## src/logic/pie_pkg.sv

```systemverilog
// Constants, field layout and carrier types of the peripheral interrupt enable and priority slice.
// Assumes a single 40 MHz core clock and a plain address/strobe register port driven by the core.
package pie_pkg;

  // ==========================================================================
  // Register port geometry
  localparam int          ADDR_W          = 4;
  localparam int          DATA_W          = 8;

  // ==========================================================================
  // Register offsets
  localparam logic [3:0]  ADDR_ENABLE2    = 4'h0;
  localparam logic [3:0]  ADDR_PRIO1      = 4'h1;
  localparam logic [3:0]  ADDR_CTRL       = 4'h2;
  localparam logic [3:0]  ADDR_STATUS1    = 4'h3;
  localparam logic [3:0]  ADDR_MASK1      = 4'h4;
  localparam logic [3:0]  ADDR_STATUS2    = 4'h5;

  // ==========================================================================
  // Enable register 2 field positions
  localparam int          OSC_FAIL_BIT    = 7;
  localparam int          COMPARATOR_BIT  = 6;
  localparam int          ENABLE2_GAP_BIT = 5;
  localparam int          NV_WRITE_BIT    = 4;
  localparam int          BUS_COLL_BIT    = 3;
  localparam int          VOLT_DET_BIT    = 2;
  localparam int          TIMER3_BIT      = 1;
  localparam int          CAPTURE2_BIT    = 0;
  localparam logic [7:0]  ENABLE2_IMPL    = 8'hDF;

  // ==========================================================================
  // Priority register 1 field positions
  localparam int          PAR_SLAVE_BIT   = 7;
  localparam int          ANALOG_BIT      = 6;
  localparam int          SERIAL_RX_BIT   = 5;
  localparam int          SERIAL_TX_BIT   = 4;
  localparam int          SYNC_SERIAL_BIT = 3;
  localparam int          CAPTURE1_BIT    = 2;
  localparam int          TIMER2_BIT      = 1;
  localparam int          TIMER1_BIT      = 0;
  localparam logic [7:0]  PRIO1_FULL_IMPL = 8'hFF;
  localparam logic [7:0]  PRIO1_SMALL_IMPL = 8'h7F;

  // ==========================================================================
  // Control register field positions
  localparam int          PRIO_EN_BIT     = 7;
  localparam logic [7:0]  CTRL_IMPL       = 8'h80;

  // ==========================================================================
  // Reset values
  localparam logic [7:0]  ENABLE2_RESET   = 8'h00;
  localparam logic [7:0]  PRIO1_RESET     = 8'hFF;
  localparam logic [7:0]  CTRL_RESET      = 8'h00;
  localparam logic [7:0]  MASK1_RESET     = 8'h00;
  localparam logic [7:0]  STATUS_RESET    = 8'h00;
  localparam logic [7:0]  RDATA_RESET     = 8'h00;

  // ==========================================================================
  // Carriers
  typedef struct packed {
    logic [3:0] addr;
    logic [7:0] wdata;
    logic       wr;
    logic       rd;
  } pie_bus_req_s;

  typedef struct packed {
    logic any;
    logic high;
    logic low;
  } pie_irq_s;

endpackage : pie_pkg

```

## src/logic/pie_regs.sv

```systemverilog
// Peripheral interrupt enable register 2, priority register 1 and the priority routing they steer.
// Assumes the core drives the register port synchronously and that event inputs are one-cycle pulses.
//
// Decided for this implementation: the address map and strobed register access.
`timescale 1ns/10ps

// Functional notes
// - Per-source enable bits; bit 5 reads zero
// - Per-source priority bit: one high, zero low
// - Priority bits ignored while priority levels disabled
// - Bit 4 is serial transmitter priority
// - Bit 3 is synchronous serial priority
// - Bit 2 is capture unit 1 priority
// - Bit 1 is timer 2 match priority
// - Bit 0 is timer 1 overflow priority
// - Global enable: two levels, else single level
module pie_regs #(
  parameter bit SMALL_PKG = 1'b0
) (
  // Clock and reset
  input  wire logic                 clk_in,
  input  wire logic                 resetn_in,
  // Register port
  input  wire pie_pkg::pie_bus_req_s bus_in,
  output logic                [7:0] rdata_out,
  // Peripheral events, group 1 and group 2
  input  wire logic           [7:0] ev1_in,
  input  wire logic           [7:0] ev2_in,
  // Priority of group 2 sources, held by a neighbouring register
  input  wire logic           [7:0] prio2_in,
  // Register state shown to the core
  output logic                [7:0] enable2_out,
  output logic                [7:0] prio_eff_out,
  output logic                      two_level_out,
  // Interrupt requests
  output logic                      irq_out,
  output logic                      irq_high_out,
  output logic                      irq_low_out
);

  // ==========================================================================
  // Local signals
  localparam logic [7:0] PRIO1_IMPL = SMALL_PKG ? pie_pkg::PRIO1_SMALL_IMPL : pie_pkg::PRIO1_FULL_IMPL;

  logic [7:0]        enable2;
  logic [7:0]        prio1;
  logic [7:0]        ctrl;
  logic [7:0]        mask1;
  logic [7:0]        status1;
  logic [7:0]        status2;
  logic [7:0]        clr1;
  logic [7:0]        clr2;
  logic [7:0]        set1;
  logic [7:0]        set2;
  logic [7:0]        pend1;
  logic [7:0]        pend2;
  logic [7:0]        next_rdata;
  logic              prio_en;
  logic              wr_enable2;
  logic              wr_prio1;
  logic              wr_ctrl;
  logic              wr_mask1;
  logic              wr_status1;
  logic              wr_status2;
  pie_pkg::pie_irq_s next_irq;
  logic              rd_q;
  logic [3:0]        rd_addr_q;

  // ==========================================================================
  // Address decode
  always_comb begin
    wr_enable2 = bus_in.wr && (bus_in.addr == pie_pkg::ADDR_ENABLE2);
    wr_prio1   = bus_in.wr && (bus_in.addr == pie_pkg::ADDR_PRIO1);
    wr_ctrl    = bus_in.wr && (bus_in.addr == pie_pkg::ADDR_CTRL);
    wr_mask1   = bus_in.wr && (bus_in.addr == pie_pkg::ADDR_MASK1);
    wr_status1 = bus_in.wr && (bus_in.addr == pie_pkg::ADDR_STATUS1);
    wr_status2 = bus_in.wr && (bus_in.addr == pie_pkg::ADDR_STATUS2);
  end

  // ==========================================================================
  // Enable register 2
  // The gap bit is never stored, so it cannot read back as one.
  always_ff @(posedge clk_in) begin
    if (!resetn_in) begin
      enable2 <= pie_pkg::ENABLE2_RESET;
    end else if (wr_enable2) begin
      enable2 <= bus_in.wdata & pie_pkg::ENABLE2_IMPL;
    end
  end

  // ==========================================================================
  // Priority register 1
  // On the small package the parallel slave port is absent and its bit stays zero.
  always_ff @(posedge clk_in) begin
    if (!resetn_in) begin
      prio1 <= pie_pkg::PRIO1_RESET & PRIO1_IMPL;
    end else if (wr_prio1) begin
      prio1 <= bus_in.wdata & PRIO1_IMPL;
    end
  end

  // ==========================================================================
  // Control register with the global priority-levels enable
  always_ff @(posedge clk_in) begin
    if (!resetn_in) begin
      ctrl <= pie_pkg::CTRL_RESET;
    end else if (wr_ctrl) begin
      ctrl <= bus_in.wdata & pie_pkg::CTRL_IMPL;
    end
  end

  always_comb begin
    prio_en = ctrl[pie_pkg::PRIO_EN_BIT];
  end

  // ==========================================================================
  // Mask for group 1 events
  always_ff @(posedge clk_in) begin
    if (!resetn_in) begin
      mask1 <= pie_pkg::MASK1_RESET;
    end else if (wr_mask1) begin
      mask1 <= bus_in.wdata & PRIO1_IMPL;
    end
  end

  // ==========================================================================
  // Sticky event status, cleared by writing ones
  always_comb begin
    set1 = ev1_in & PRIO1_IMPL;
    set2 = ev2_in & pie_pkg::ENABLE2_IMPL;
    clr1 = wr_status1 ? bus_in.wdata : 8'h00;
    clr2 = wr_status2 ? bus_in.wdata : 8'h00;
  end

  pie_sticky_w1c #(
    .W (8)
  ) u_status1 (
    .clk_in    (clk_in),
    .resetn_in (resetn_in),
    .set_in    (set1),
    .clr_in    (clr1),
    .flags_out (status1)
  );

  pie_sticky_w1c #(
    .W (8)
  ) u_status2 (
    .clk_in    (clk_in),
    .resetn_in (resetn_in),
    .set_in    (set2),
    .clr_in    (clr2),
    .flags_out (status2)
  );

  // ==========================================================================
  // Priority routing
  // With levels disabled every pending source lands on the single, high vector.
  always_comb begin
    pend1 = status1 & mask1;
    pend2 = status2 & enable2;
    next_irq.any = (|pend1) || (|pend2);
    if (prio_en) begin
      next_irq.high = (|(pend1 & prio1)) || (|(pend2 & prio2_in));
      next_irq.low  = (|(pend1 & ~prio1)) || (|(pend2 & ~prio2_in));
    end else begin
      next_irq.high = next_irq.any;
      next_irq.low  = 1'b0;
    end
  end

  always_ff @(posedge clk_in) begin
    if (!resetn_in) begin
      irq_out      <= 1'b0;
      irq_high_out <= 1'b0;
      irq_low_out  <= 1'b0;
    end else begin
      irq_out      <= next_irq.any;
      irq_high_out <= next_irq.high;
      irq_low_out  <= next_irq.low;
    end
  end

  // ==========================================================================
  // Register state outputs
  always_ff @(posedge clk_in) begin
    if (!resetn_in) begin
      enable2_out   <= pie_pkg::ENABLE2_RESET;
      prio_eff_out  <= 8'h00;
      two_level_out <= 1'b0;
    end else begin
      enable2_out   <= enable2;
      prio_eff_out  <= prio_en ? prio1 : 8'h00;
      two_level_out <= prio_en;
    end
  end

  // ==========================================================================
  // Read path, data one cycle after the strobe
  always_comb begin
    next_rdata = 8'h00;
    if (bus_in.rd) begin
      unique case (bus_in.addr)
        pie_pkg::ADDR_ENABLE2: next_rdata = enable2;
        pie_pkg::ADDR_PRIO1:   next_rdata = prio1;
        pie_pkg::ADDR_CTRL:    next_rdata = ctrl;
        pie_pkg::ADDR_STATUS1: next_rdata = status1;
        pie_pkg::ADDR_MASK1:   next_rdata = mask1;
        pie_pkg::ADDR_STATUS2: next_rdata = status2;
        default:               next_rdata = 8'h00;
      endcase
    end
  end

  always_ff @(posedge clk_in) begin
    if (!resetn_in) begin
      rdata_out <= pie_pkg::RDATA_RESET;
    end else begin
      rdata_out <= next_rdata;
    end
  end

  // Remembers the last read for the checks below only.
  always_ff @(posedge clk_in) begin
    if (!resetn_in) begin
      rd_q      <= 1'b0;
      rd_addr_q <= 4'h0;
    end else begin
      rd_q      <= bus_in.rd;
      rd_addr_q <= bus_in.addr;
    end
  end

  // ==========================================================================
  // Checks
  a_gap_reads_zero: assert property (@(posedge clk_in) disable iff (!resetn_in)
    (rd_q && (rd_addr_q == pie_pkg::ADDR_ENABLE2)) |-> (rdata_out[pie_pkg::ENABLE2_GAP_BIT] == 1'b0))
    else $error("enable register gap bit read as one");

  a_enable_write_readback: assert property (@(posedge clk_in) disable iff (!resetn_in)
    (wr_enable2 ##1 (bus_in.rd && !bus_in.wr && (bus_in.addr == pie_pkg::ADDR_ENABLE2)))
    |=> (rdata_out == ($past(bus_in.wdata, 2) & pie_pkg::ENABLE2_IMPL)))
    else $error("enable register did not read back the written value");

  a_enable_gates_irq: assert property (@(posedge clk_in) disable iff (!resetn_in)
    ((enable2 == 8'h00) && (mask1 == 8'h00)) |=> !irq_out)
    else $error("interrupt raised with every source disabled");

  a_prio_write_takes: assert property (@(posedge clk_in) disable iff (!resetn_in)
    wr_prio1 |=> (prio1 == ($past(bus_in.wdata) & PRIO1_IMPL)))
    else $error("priority register ignored a write");

  a_prio_ignored_off: assert property (@(posedge clk_in) disable iff (!resetn_in)
    (!prio_en && next_irq.any) |=> (irq_high_out && !irq_low_out && (prio_eff_out == 8'h00)))
    else $error("priority bits acted while levels were disabled");

  a_tx_low_route: assert property (@(posedge clk_in) disable iff (!resetn_in)
    (prio_en && (pend2 == 8'h00) && (pend1 != 8'h00) && ((pend1 & prio1) == 8'h00)) |=> (irq_low_out && !irq_high_out))
    else $error("low priority source reached the high request");

  a_tx_high_route: assert property (@(posedge clk_in) disable iff (!resetn_in)
    (prio_en && pend1[pie_pkg::SERIAL_TX_BIT] && prio1[pie_pkg::SERIAL_TX_BIT]) |=> irq_high_out)
    else $error("high priority transmitter event missed the high request");

  a_timer1_high_route: assert property (@(posedge clk_in) disable iff (!resetn_in)
    (prio_en && (pend1 & prio1 & 8'h0F) != 8'h00) |=> irq_high_out)
    else $error("high priority low-order source missed the high request");

  a_two_level_flag: assert property (@(posedge clk_in) disable iff (!resetn_in)
    (wr_ctrl && bus_in.wdata[pie_pkg::PRIO_EN_BIT]) |=> ##1 two_level_out)
    else $error("two-level mode did not follow the control write");

  a_small_pkg_zero: assert property (@(posedge clk_in) disable iff (!resetn_in)
    SMALL_PKG |-> (prio1[pie_pkg::PAR_SLAVE_BIT] == 1'b0))
    else $error("parallel slave priority set on the small package");

  a_reset_values: assert property (@(posedge clk_in)
    (!$past(resetn_in) && resetn_in) |-> ((enable2 == 8'h00) && (prio1 == (pie_pkg::PRIO1_RESET & PRIO1_IMPL))))
    else $error("registers left reset with wrong values");

  a_reset_outputs: assert property (@(posedge clk_in)
    (!$past(resetn_in) && resetn_in) |-> (!irq_out && !irq_high_out && !irq_low_out && !two_level_out
      && (enable2_out == pie_pkg::ENABLE2_RESET) && (prio_eff_out == 8'h00)))
    else $error("outputs left reset with wrong values");

  // ==========================================================================
  // Register file checks
  // The gap bit is watched in the stored state as well as on reads, so a stray one cannot hide.
  a_enable_gap_clear: assert property (@(posedge clk_in) disable iff (!resetn_in)
    enable2[pie_pkg::ENABLE2_GAP_BIT] == 1'b0)
    else $error("enable register stored a one in its gap bit");

  a_status_gap_clear: assert property (@(posedge clk_in) disable iff (!resetn_in)
    status2[pie_pkg::ENABLE2_GAP_BIT] == 1'b0)
    else $error("status register stored a one in its gap bit");

  a_enable_write_takes: assert property (@(posedge clk_in) disable iff (!resetn_in)
    wr_enable2 |=> (enable2 == ($past(bus_in.wdata) & pie_pkg::ENABLE2_IMPL)))
    else $error("enable register ignored a write");

  a_ctrl_write_takes: assert property (@(posedge clk_in) disable iff (!resetn_in)
    wr_ctrl |=> (prio_en == $past(bus_in.wdata[pie_pkg::PRIO_EN_BIT])))
    else $error("priority levels enable ignored a write");

  a_read_one_cycle: assert property (@(posedge clk_in) disable iff (!resetn_in)
    !bus_in.rd |=> (rdata_out == 8'h00))
    else $error("read data stood without a read strobe");

  a_eff_follows_prio: assert property (@(posedge clk_in) disable iff (!resetn_in)
    prio_en |=> (prio_eff_out == $past(prio1)))
    else $error("shown priority did not follow the priority register");

  a_levels_low_quiet: assert property (@(posedge clk_in) disable iff (!resetn_in)
    !prio_en |=> !irq_low_out)
    else $error("low request raised while levels were disabled");

  // ==========================================================================
  // Per-source routing checks
  // Each low-order source is followed on its own, so a wrong bit position shows up as a missed request.
  a_sync_serial_low: assert property (@(posedge clk_in) disable iff (!resetn_in)
    (prio_en && pend1[pie_pkg::SYNC_SERIAL_BIT] && !prio1[pie_pkg::SYNC_SERIAL_BIT]) |=> irq_low_out)
    else $error("low priority synchronous serial event missed the low request");

  a_capture1_low_route: assert property (@(posedge clk_in) disable iff (!resetn_in)
    (prio_en && pend1[pie_pkg::CAPTURE1_BIT] && !prio1[pie_pkg::CAPTURE1_BIT]) |=> irq_low_out)
    else $error("low priority capture unit 1 event missed the low request");

  a_timer2_low_route: assert property (@(posedge clk_in) disable iff (!resetn_in)
    (prio_en && pend1[pie_pkg::TIMER2_BIT] && !prio1[pie_pkg::TIMER2_BIT]) |=> irq_low_out)
    else $error("low priority timer 2 match event missed the low request");

  a_timer1_low_route: assert property (@(posedge clk_in) disable iff (!resetn_in)
    (prio_en && pend1[pie_pkg::TIMER1_BIT] && !prio1[pie_pkg::TIMER1_BIT]) |=> irq_low_out)
    else $error("low priority timer 1 overflow event missed the low request");

  a_group2_high_route: assert property (@(posedge clk_in) disable iff (!resetn_in)
    (prio_en && ((pend2 & prio2_in) != 8'h00)) |=> irq_high_out)
    else $error("high priority group 2 event missed the high request");

  a_group2_low_route: assert property (@(posedge clk_in) disable iff (!resetn_in)
    (prio_en && ((pend2 & ~prio2_in) != 8'h00)) |=> irq_low_out)
    else $error("low priority group 2 event missed the low request");

endmodule : pie_regs

```

## src/logic/pie_sticky_w1c.sv

```systemverilog
// Bank of sticky event flags, set by hardware pulses and cleared by writing ones.
// Assumes set and clear inputs are synchronous to the clock and already qualified by address.
`timescale 1ns/10ps
module pie_sticky_w1c #(
  parameter int W = 8
) (
  // Clock and reset
  input  wire logic         clk_in,
  input  wire logic         resetn_in,
  // Set and clear
  input  wire logic [W-1:0] set_in,
  input  wire logic [W-1:0] clr_in,
  // Flags
  output logic      [W-1:0] flags_out
);

  logic [W-1:0] next_flags;

  // A set in the same cycle as its clear wins, so no event is lost.
  always_comb begin
    next_flags = (flags_out & ~clr_in) | set_in;
  end

  always_ff @(posedge clk_in) begin
    if (!resetn_in) begin
      flags_out <= '0;
    end else begin
      flags_out <= next_flags;
    end
  end

  // ==========================================================================
  // Checks
  a_set_wins_clear: assert property (@(posedge clk_in) disable iff (!resetn_in)
    (set_in != '0) |=> ((flags_out & $past(set_in)) == $past(set_in)))
    else $error("sticky flag lost an event against its clear");

  a_clear_drops_flag: assert property (@(posedge clk_in) disable iff (!resetn_in)
    (clr_in != '0) |=> ((flags_out & $past(clr_in) & ~$past(set_in)) == '0))
    else $error("sticky flag survived a clear without a set");

endmodule : pie_sticky_w1c
```

## config.mk

```make
export PLATFORM = sky130hd
export DESIGN_NAME = pie_regs
export DESIGN_NICKNAME = d
export VERILOG_FILES = /design/src/logic/pie_pkg.sv /design/src/logic/pie_regs.sv /design/src/logic/pie_sticky_w1c.sv
export SDC_FILE = /design/constraint.sdc
export NUM_CORES = 1
export LEC_CHECK = 0
export ABC_AREA = 1
export BUFFER_PORTS_ARGS = -buffer_cell sky130_fd_sc_hd__buf_2
export CELL_PAD_IN_SITES_DETAIL_PLACEMENT = 2
export CELL_PAD_IN_SITES_GLOBAL_PLACEMENT = 2
export CORE_MARGIN = 1.5
export CORE_UTILIZATION = 30
export CTS_BUF_LIST = sky130_fd_sc_hd__clkbuf_4 sky130_fd_sc_hd__clkbuf_8
export DETAILED_ROUTE_END_ITERATION = 8
export PLACE_DENSITY = 0.87
export SLEW_MARGIN = 20
export SYNTH_ARGS = -nofsm -noshare
export SYNTH_HDL_FRONTEND = slang
export SYNTH_SLANG_ARGS = --single-unit
```

## constraint.sdc

```tcl
create_clock -name clk_in -period 1.3 [get_ports clk_in]
set_input_delay 0.26 -clock clk_in [delete_from_list [all_inputs] [get_ports clk_in]]
set_output_delay 0.26 -clock clk_in [all_outputs]
set_load 0.02 [all_outputs]
```

==> flow_summary.ini, run 1 <==
[run_status]
status = finished clean

[route]
avgViaCountPerCell = 5.06
wire_per_inst_um = 18.2
vias = 3003
firstDrtPassIters = 4
drc = 0
routed_wl_um = 10800
drt_iter0_markers = 99
antenna_left = 0

[clock_tree]
insertion_delay_ns = 0.35
htree_num_levels = 3
tritoncts = yes
postCtsSetupBuffers = 0
cts_buffers = 9
clock_path_buffers = 2
cts_root_buf = clkbuf_8
clkTransAtPathRegs_ns = 0.07
cts.sinks = 67

[grt]
grt_pass1_wl_um = 17100
grt_pass1_vias = 3196
grt_max_degree = 17
grt-ovfl-total = 0
antenna_found_initial = 0
gr-usage-all-layers_pct = 23.0

[critical_path]
worstSetupPathType = reg2reg
crit_required_ns = 1.53
startpoint_type = flip-flop
arrival_ns = 1.40
path_max_fanout = 3
crit_path_end_kind = flip-flop

[sta]
slew_violations = 0
finalSetupTns_ns = 0
fmax_ghz = 0.849
final-setup-viol-count = 0
timing.final.crit_share_pct = 90.6
fin_crit_ns = 1.18
rsz0062_at_grt = false
skew_ns = 0.00666
hold_viol_final = 0
holdWs_ns = 0.111

[run]
max-cap-violations = 0

[synth]
yosysMostFrequentCell = nand2_1
synthesis.nets = 433
synth_area_per_cell_um2 = 7.12
synth_top_area_cell = dfxtp_1
synth_commonest_cells = 81 x nand2_1, 67 x dfxtp_1, 58 x nor2_1, 48 x inv_1, 40 x nand3_1
ys_seq_area_share_pct = 47.9
synth_edf_count = 0
syn_area_um2 = 2800
synth_top_area_share_pct = 47.9
ys_types = 18
yosys_warnings = 0
ys.flop_type = dfxtp_1
netlist_instances = 393
synth_area_leaders = dfxtp_1 48%, nand2_1 11%, nor2_1 7.8%, nand3_1 7.2%, inv_1 6.4%
synthArstFlopShare_pct = 0
ys_ff_latch = 67

[finish]
drive_gt1_share_pct = 22.6
final_area_um2 = 3550
finalNetCount = 518
area_growth_pct = 26.9
fill_cells = 1084
diodes = 0

[die]
die_width_um = 99.6
rows = 35
start_util_pct = 30.6
coreArea_um2 = 9150
dieArea_um2 = 9920
die_h_um = 99.6
ios = 68

[pwr]
p_leak_nw = 1.74
peakVddDrop_uv = 369
powerDensity_nw_per_um2 = 1160
power_mw = 4.11

[placement]
place_area_um2 = 3390
portBuffers = 64
gp_congestion = 0.871
hpwl_um = 8280

[min_path]
hold_class = in2reg
-- area by class of cell --
| type | count | area (um^2) | share of cell area [%] |
|---|---|---|---|
| flip-flops and latches | 67 | 1340 | 37.8 |
| multi-input cells | 265 | 1210 | 34.2 |
| repair buffers | 86 | 510 | 14.4 |
| inverters | 49 | 184 | 5.18 |
| well taps | 111 | 139 | 3.91 |
| clock buffers | 10 | 131 | 3.70 |
| clock inverters | 6 | 32.5 | 0.916 |
-- per-stage QoR --
| step | instances | setup WS, ns | util [%] |
|---|---|---|---|
| 2_1_floorplan | 393 | 0.135 | - |
| 3_3_place_gp | 578 | -0.0404 | 37.0 |
| 3_5_place_dp | 578 | -0.125 | 37.0 |
| 4_1_cts | 594 | 0.0875 | 38.8 |
| 5_1_grt | 594 | 0.0254 | 38.8 |
| 6_report | 594 | 0.123 | 38.8 |
-- path summary, 6_finish.rpt --
kind / start / end / slack, ns / cells past startpoint
worst max-delay path: u_status1.flags_out[3] / irq_low_out / 0.12 / 8
worst min-delay path: ev1_in[7] / u_status1.flags_out[7] / 0.11 / 3
worst max register to register: u_status1.flags_out[3] / irq_low_out / 0.12 / 8
worst min register to register: u_status2.flags_out[5] / u_status2.flags_out[5] / 0.46 / 2
-- registers in the layout, summed over array words and instances, names as in the netlist, 7 cells and up --
name and cells:
u_status2.flags_out 8, u_status1.flags_out 8, rdata_out 8, mask1 8, enable2 7, prio_eff_out 8
enable2_out 7, prio1 8
-- kinds of logic after synthesis --
group,after synthesis,share of synthesized area [%]
AOI/OAI and AO/OA,75,14.4
buffers and inverters,61,8.72
DFF,67,47.9
other,1,0.134
and+or+nand+nor,189,28.8
-- placed cells by master, fill, tap and decap left out --
cell        instances
clkbuf_4            1
o22ai_1             6
nor2_1             58
conb_1              1
o21ai_0            26
a21oi_1            34
buf_2              64
inv_2               1
buf_12              2
inv_1              48
nor2_4              5
nor3_1              2
clkinvlp_4          1
buf_4              20
nand2_2             1
dfxtp_1            67
nand3_1            40
clkbuf_8            9
clkinv_2            5
nand4_1             2
o211ai_1            8
nand2_1            81
o21ai_1             1
-- layer usage --
metal | up-vias | part of all wire, % | track usage [%]
met2 | 92 | 49 | 39.5
met1 | 1458 | 43 | 27.6
li1 | 1429 | - | -
met5 | - | 0 | 0
met4 | 0 | 2.2 | 8.34
met3 | 24 | 5.6 | 6.04
-- power by group --
part	internal [mW]	total, mW	switching (mW)
clock	0.696	1.53	0.837
sequential	2.12	2.18	0.0675
combinational	0.146	0.395	0.249
total	2.96	4.11	1.15
-- critical path: stages (launching register included) --
cell	delay, ns
dfxtp_1	0.35
nand2_1	0.14
inv_1	0.07
nand2_1	0.06
o21ai_0	0.08
nor2_1	0.11
nand2_1	0.06
nor2_1	0.12
nor2_1	0.06
-- timing repair --
item / 4_1_cts / 5_1_grt
setup endpoints to repair: 0 / 1
gates resized for setup: 0 / 1
hold buffers: 0 / 0
Power figures use the tool's default switching activity.
==> run 2, diff against run 1 <==
--- a/config.mk
+++ b/config.mk
@@ -7,8 +7,9 @@
 export LEC_CHECK = 0
 export ABC_AREA = 1
 export BUFFER_PORTS_ARGS = -buffer_cell sky130_fd_sc_hd__buf_2
-export CELL_PAD_IN_SITES_DETAIL_PLACEMENT = 2
+export CELL_PAD_IN_SITES_DETAIL_PLACEMENT = 1
 export CELL_PAD_IN_SITES_GLOBAL_PLACEMENT = 2
+export CORE_ASPECT_RATIO = 1.5
 export CORE_MARGIN = 1.5
 export CORE_UTILIZATION = 30
 export CTS_BUF_LIST = sky130_fd_sc_hd__clkbuf_4 sky130_fd_sc_hd__clkbuf_8
==> run 2 against run 1 <==
  * Non-clock buffer count is 6 higher
  * Die area is 0.12% higher
  * Clock-buffer cell count is 1 lower
  * Global-route usage is 2.0 points lower
  * Fmax is 0.62% higher
  * Critical path type is now reg2out
  * Critical path depth is 7 lower
  * First-iteration DRC count is 6.1% higher
  * Worst setup slack better by 0.0072 ns
  * Largest power group unchanged
==> flow_summary.ini, run 2 (synthesis results as in run 1) <==
[finish]
diodes = 0
fill_cells = 1200
final_common_cell = nand2_1
drive_gt1_share_pct = 23.5
area_growth_pct = 30.4
layout_common_cells = 81 x nand2_1, 67 x dfxtp_1, 64 x buf_2
final_cells = 601
finalNetCount = 524

[pwr]
sw_frac_of_total_pct = 25.6
p_clk_share_pct = 42.8
peakVddDrop_uv = 646
internal_power_mw = 3.34
pwr-share-comb_pct = 8.7
power.switching_mw = 1.15
powerDensity_nw_per_um2 = 1230
p_leak_nw = 1.78
power_mw = 4.49
seqPwrFrac_pct = 48.5

[sta]
slew_violations = 0
final-setup-viol-count = 0
hold_viol_final = 0
fin_crit_ns = 1.17
holdWs_ns = 0.104
fmax_ghz = 0.855
rsz0062_at_grt = false
finalSetupTns_ns = 0
timing.final.crit_share_pct = 90.0
skew_ns = 0.00990

[placement]
hpwl_um = 7690
portBuffers = 64
gp_congestion = 0.899
placed_cells = 585

[route]
drt_iter0_markers = 105
antenna_left = 0
firstDrtPassIters = 4
routed_wl_um = 9660
wire_per_inst_um = 16.1
vias = 2874
avgViaCountPerCell = 4.78
drc = 0

[clock_tree]
tritoncts = yes
cts_root_buf = clkbuf_8
clkTransAtPathRegs_ns = 0.08
cts_resized = 0
cts_hold_buf = 0
insertion_delay_ns = 0.36
postCtsSetupBuffers = 0
htree_num_levels = 3
cts.sinks = 67
cts_buffers = 9
clock_path_buffers = 2

[min_path]
hold_class = in2reg

[die]
die_h_um = 121
rows = 43
start_util_pct = 30.6
coreArea_um2 = 9150
dieArea_um2 = 9930
ios = 68
die_width_um = 81.9

[critical_path]
crit_path_end_kind = primary output
slowest_stage = dfxtp_1
cp_slowest_stage_delay_ns = 0.37
crit_required_ns = 1.04
startpoint_type = flip-flop
path_max_fanout = 1
crit_chain = buf_2
rrSetupSlack_ns = 0.18
arrival_ns = 0.91
cp_top_family = flip-flops
worstSetupPathType = reg2out
cp_num_buf_inv = 1

[grt]
grt_pass1_wl_um = 15000
grt_pass1_vias = 2957
grt-ovfl-total = 0
antenna_found_initial = 0
grt_max_degree = 19
gr-usage-all-layers_pct = 20.9

[run_status]
status = finished clean

[run]
max-cap-violations = 0
==> run 2: worst paths after layout <==
path                               start                      to  depth (start not counted)
setup reg to reg  u_status1.flags_out[7]            irq_high_out                          8
hold reg to reg   u_status2.flags_out[5]  u_status2.flags_out[5]                          2
hold / removal                 ev1_in[1]  u_status1.flags_out[1]                          3
setup / recovery            rdata_out[5]            rdata_out[5]                          1
==> run 2: area by class of cell <==
class	instances	area [um^2]	area share (%)
multi-input combinational	265	1210	33.2
timing repair buffer	92	556	15.2
sequential	67	1340	36.7
tap	112	140	3.84
clock buffer	9	124	3.39
inverter	49	184	5.04
clock inverter	7	92.6	2.54
==> run 2: metrics by stage <==
step	area, um^2	setup WS, ns	util (%)
finish	3650	0.130	39.9
global route	3650	0.0684	39.9
CTS	3650	0.0933	39.9
detailed placement	3430	-0.0574	37.6
global placement	3430	-0.0130	37.6
floorplan	2800	0.135	-
==> run 2: power groups by stage <==
stage | clock network [mW] | logic, mW | registers [mW]
after floorplan | 0 | 0.170 | 2.22
after global placement | 0 | 0.384 | 2.22
after detailed placement | 0 | 0.394 | 2.22
after CTS | 1.97 | 0.395 | 2.18
after global routing | 2.06 | 0.432 | 2.18
final | 1.92 | 0.391 | 2.18
==> run 2: metal layers <==
metal / GRT usage, % / routed length, um / vias to the layer above
met3: 4.14 / 289 / 21
met2: 36.0 / 4980 / 54
met1: 23.3 / 3960 / 1355
met5: 0 / 0 / -
met4: 11.8 / 426 / 0
li1: - / - / 1444
==> run 3, diff against run 2 <==
--- a/config.mk
+++ b/config.mk
@@ -18,4 +18,5 @@
 export SLEW_MARGIN = 20
 export SYNTH_ARGS = -nofsm -noshare
 export SYNTH_HDL_FRONTEND = slang
+export SYNTH_HIERARCHICAL = 1
 export SYNTH_SLANG_ARGS = --single-unit
==> run 3 against run 2 <==
  * Power is 2.8% lower
  * Clock skew is 0.0045 ns lower
  * Register-to-register slack worse by 0.06 ns
  * Clock-buffer cell count grew 5
  * Worst setup slack got worse by 0.0050 ns
  * Synthesized area is 4.8% higher
  * Final cell count up 1.7%
  * Combinational power is 2% higher
  * Highest routed layer unchanged
==> flow_summary.ini, run 3 <==
[route]
drt_iter0_markers = 124
wire_per_inst_um = 14.4
antenna_left = 0
routed_wl_um = 8820
drc = 0
vias = 2809
avgViaCountPerCell = 4.60
firstDrtPassIters = 4

[clock_tree]
tritoncts = yes
cts_root_buf = clkbuf_8
cts_buffers = 9
cts.sinks = 67
htree_num_levels = 3
cts_hold_buf = 0
insertion_delay_ns = 0.35
clock_path_buffers = 2
clkTransAtPathRegs_ns = 0.07

[synth]
synth_edf_count = 0
synth_commonest_cells = 74 x nand2_1, 72 x inv_1, 67 x dfxtp_1, 53 x nor2_1, 34 x a21oi_1
synth_top_area_cell = dfxtp_1
ys_ff_latch = 67
syn_area_um2 = 2930
ys.flop_type = dfxtp_1
netlist_instances = 412
yosys_warnings = 6
ys_seq_area_share_pct = 45.7
synthArstFlopShare_pct = 0
synth_area_leaders = dfxtp_1 46%, nand2_1 9.5%, inv_1 9.2%, nor2_1 6.8%, a21oi_1 5.8%
synth_area_per_cell_um2 = 7.12
ys_types = 24
yosysMostFrequentCell = nand2_1
synth_top_area_share_pct = 45.7

[critical_path]
path_max_fanout = 3
crit_required_ns = 1.52
cp_num_buf_inv = 1
startpoint_type = flip-flop
worstSetupPathType = reg2reg
cp_top_family = simple AND/OR/NAND/NOR gates
crit_chain = nand2_1, inv_1, nand2_1, o21ai_0, nor2_1, nand2_1, nor2_1, nor2_1
cp_slowest_stage_delay_ns = 0.34
slowest_stage = dfxtp_1
crit_path_end_kind = flip-flop
rrSetupSlack_ns = 0.12
arrival_ns = 1.40

[grt]
grt_max_degree = 20
antenna_found_initial = 0
grt_pass1_wl_um = 14000
gr-usage-all-layers_pct = 17.7
grt-ovfl-total = 0
grt_pass1_vias = 2843

[min_path]
hold_class = in2reg

[finish]
final_common_cell = nand2_1
layout_common_cells = 74 x nand2_1, 72 x inv_1, 67 x dfxtp_1
diodes = 0
finalNetCount = 531
multi_input_area_um2 = 1240
fill_cells = 1272
utilization_pct = 38.5
regArea_um2 = 1340
drive_gt1_share_pct = 22.4
area_growth_pct = 25.5

[placement]
portBuffers = 64
gp_congestion = 0.845
hpwl_um = 7160

[die]
die_width_um = 83.7
start_util_pct = 30.6
rows = 44
ios = 68
coreArea_um2 = 9580
dieArea_um2 = 10400
die_h_um = 124

[sta]
fmax_ghz = 0.851
hold_viol_final = 0
final-setup-viol-count = 0
fin_crit_ns = 1.18
holdWs_ns = 0.147
rsz0062_at_grt = false
finalSetupTns_ns = 0
slew_violations = 0
timing.final.crit_share_pct = 90.4
skew_ns = 0.00539

[pwr]
powerDensity_nw_per_um2 = 1180
p_leak_nw = 1.87
peakVddDrop_uv = 609

[run_status]
status = finished clean

[run]
max-cap-violations = 0
## run 3: cell count changes after synthesis, sizes merged, moves of 3 or more
cell / delta
inv: +28
nand3: -5
o22ai: +5
nand2: -4
nor2: -3
## run 3: routing by layer
metal | vias up | wire length (um) | GRT usage [%]
li1 | 1459 | - | -
met3 | 10 | 255 | 3.71
met1 | 1286 | 3770 | 20.0
met4 | 0 | 138 | 6.66
met5 | - | 0 | 0
met2 | 54 | 4660 | 32.7
## run 3: cell type report
type	instances	share of cell area, %
Clock buffer	14	4.55
Tap cell	115	3.91
Multi-Input combinational cell	259	33.6
Timing Repair Buffer	77	12.7
Clock inverter	2	0.951
Sequential cell	67	36.4
Inverter	77	7.85
## run 3: worst paths after layout
check | start | endpoint | cells past startpoint
setup / recovery | u_status2/flags_out[7] | irq_low_out | 8
hold / removal | ev2_in[7] | u_status2/flags_out[7] | 3
setup reg to reg | u_status2/flags_out[7] | irq_low_out | 8
hold reg to reg | enable2[7] | enable2_out[7] | 2
## run 3: logic make-up after synthesis
family,Yosys count,synth area share (%)
AOI/OAI and AO/OA,83,15.4
other,1,0.128
and+or+nand+nor,174,26.6
DFF,67,45.7
buffers and inverters,87,12.2
## run 3: what timing repair did
item,CTS,global route
buffers inserted,0,0
gates resized for setup,0,1
endpoints found under the setup margin,0,2
## run 3: worst register-to-register path, delay by kind of cell, from the launching register on
family | cells | cell delay (ns)
AND/OR/NAND/NOR | 6 | 0.57
flip-flops | 1 | 0.34
buffers and inverters | 1 | 0.07
AO/OA/AOI/OAI | 1 | 0.07
## run 3: power breakdown
part	switching, mW	leakage [nW]	internal [mW]
logic	0.249	1.21	0.149
clock network	0.767	0.108	1.02
registers	0.0533	0.547	2.12
## run 3: per-stage QoR
step                cells  instance area, um^2  total power, mW  setup slack, ns
finish                611                 3680             4.36            0.125
global route          611                 3680             4.53           0.0525
CTS                   611                 3680             4.40           0.0999
detailed placement    595                 3480             2.62          -0.0113
global placement      595                 3480             2.61           0.0366
floorplan             413                 2940             2.42            0.170
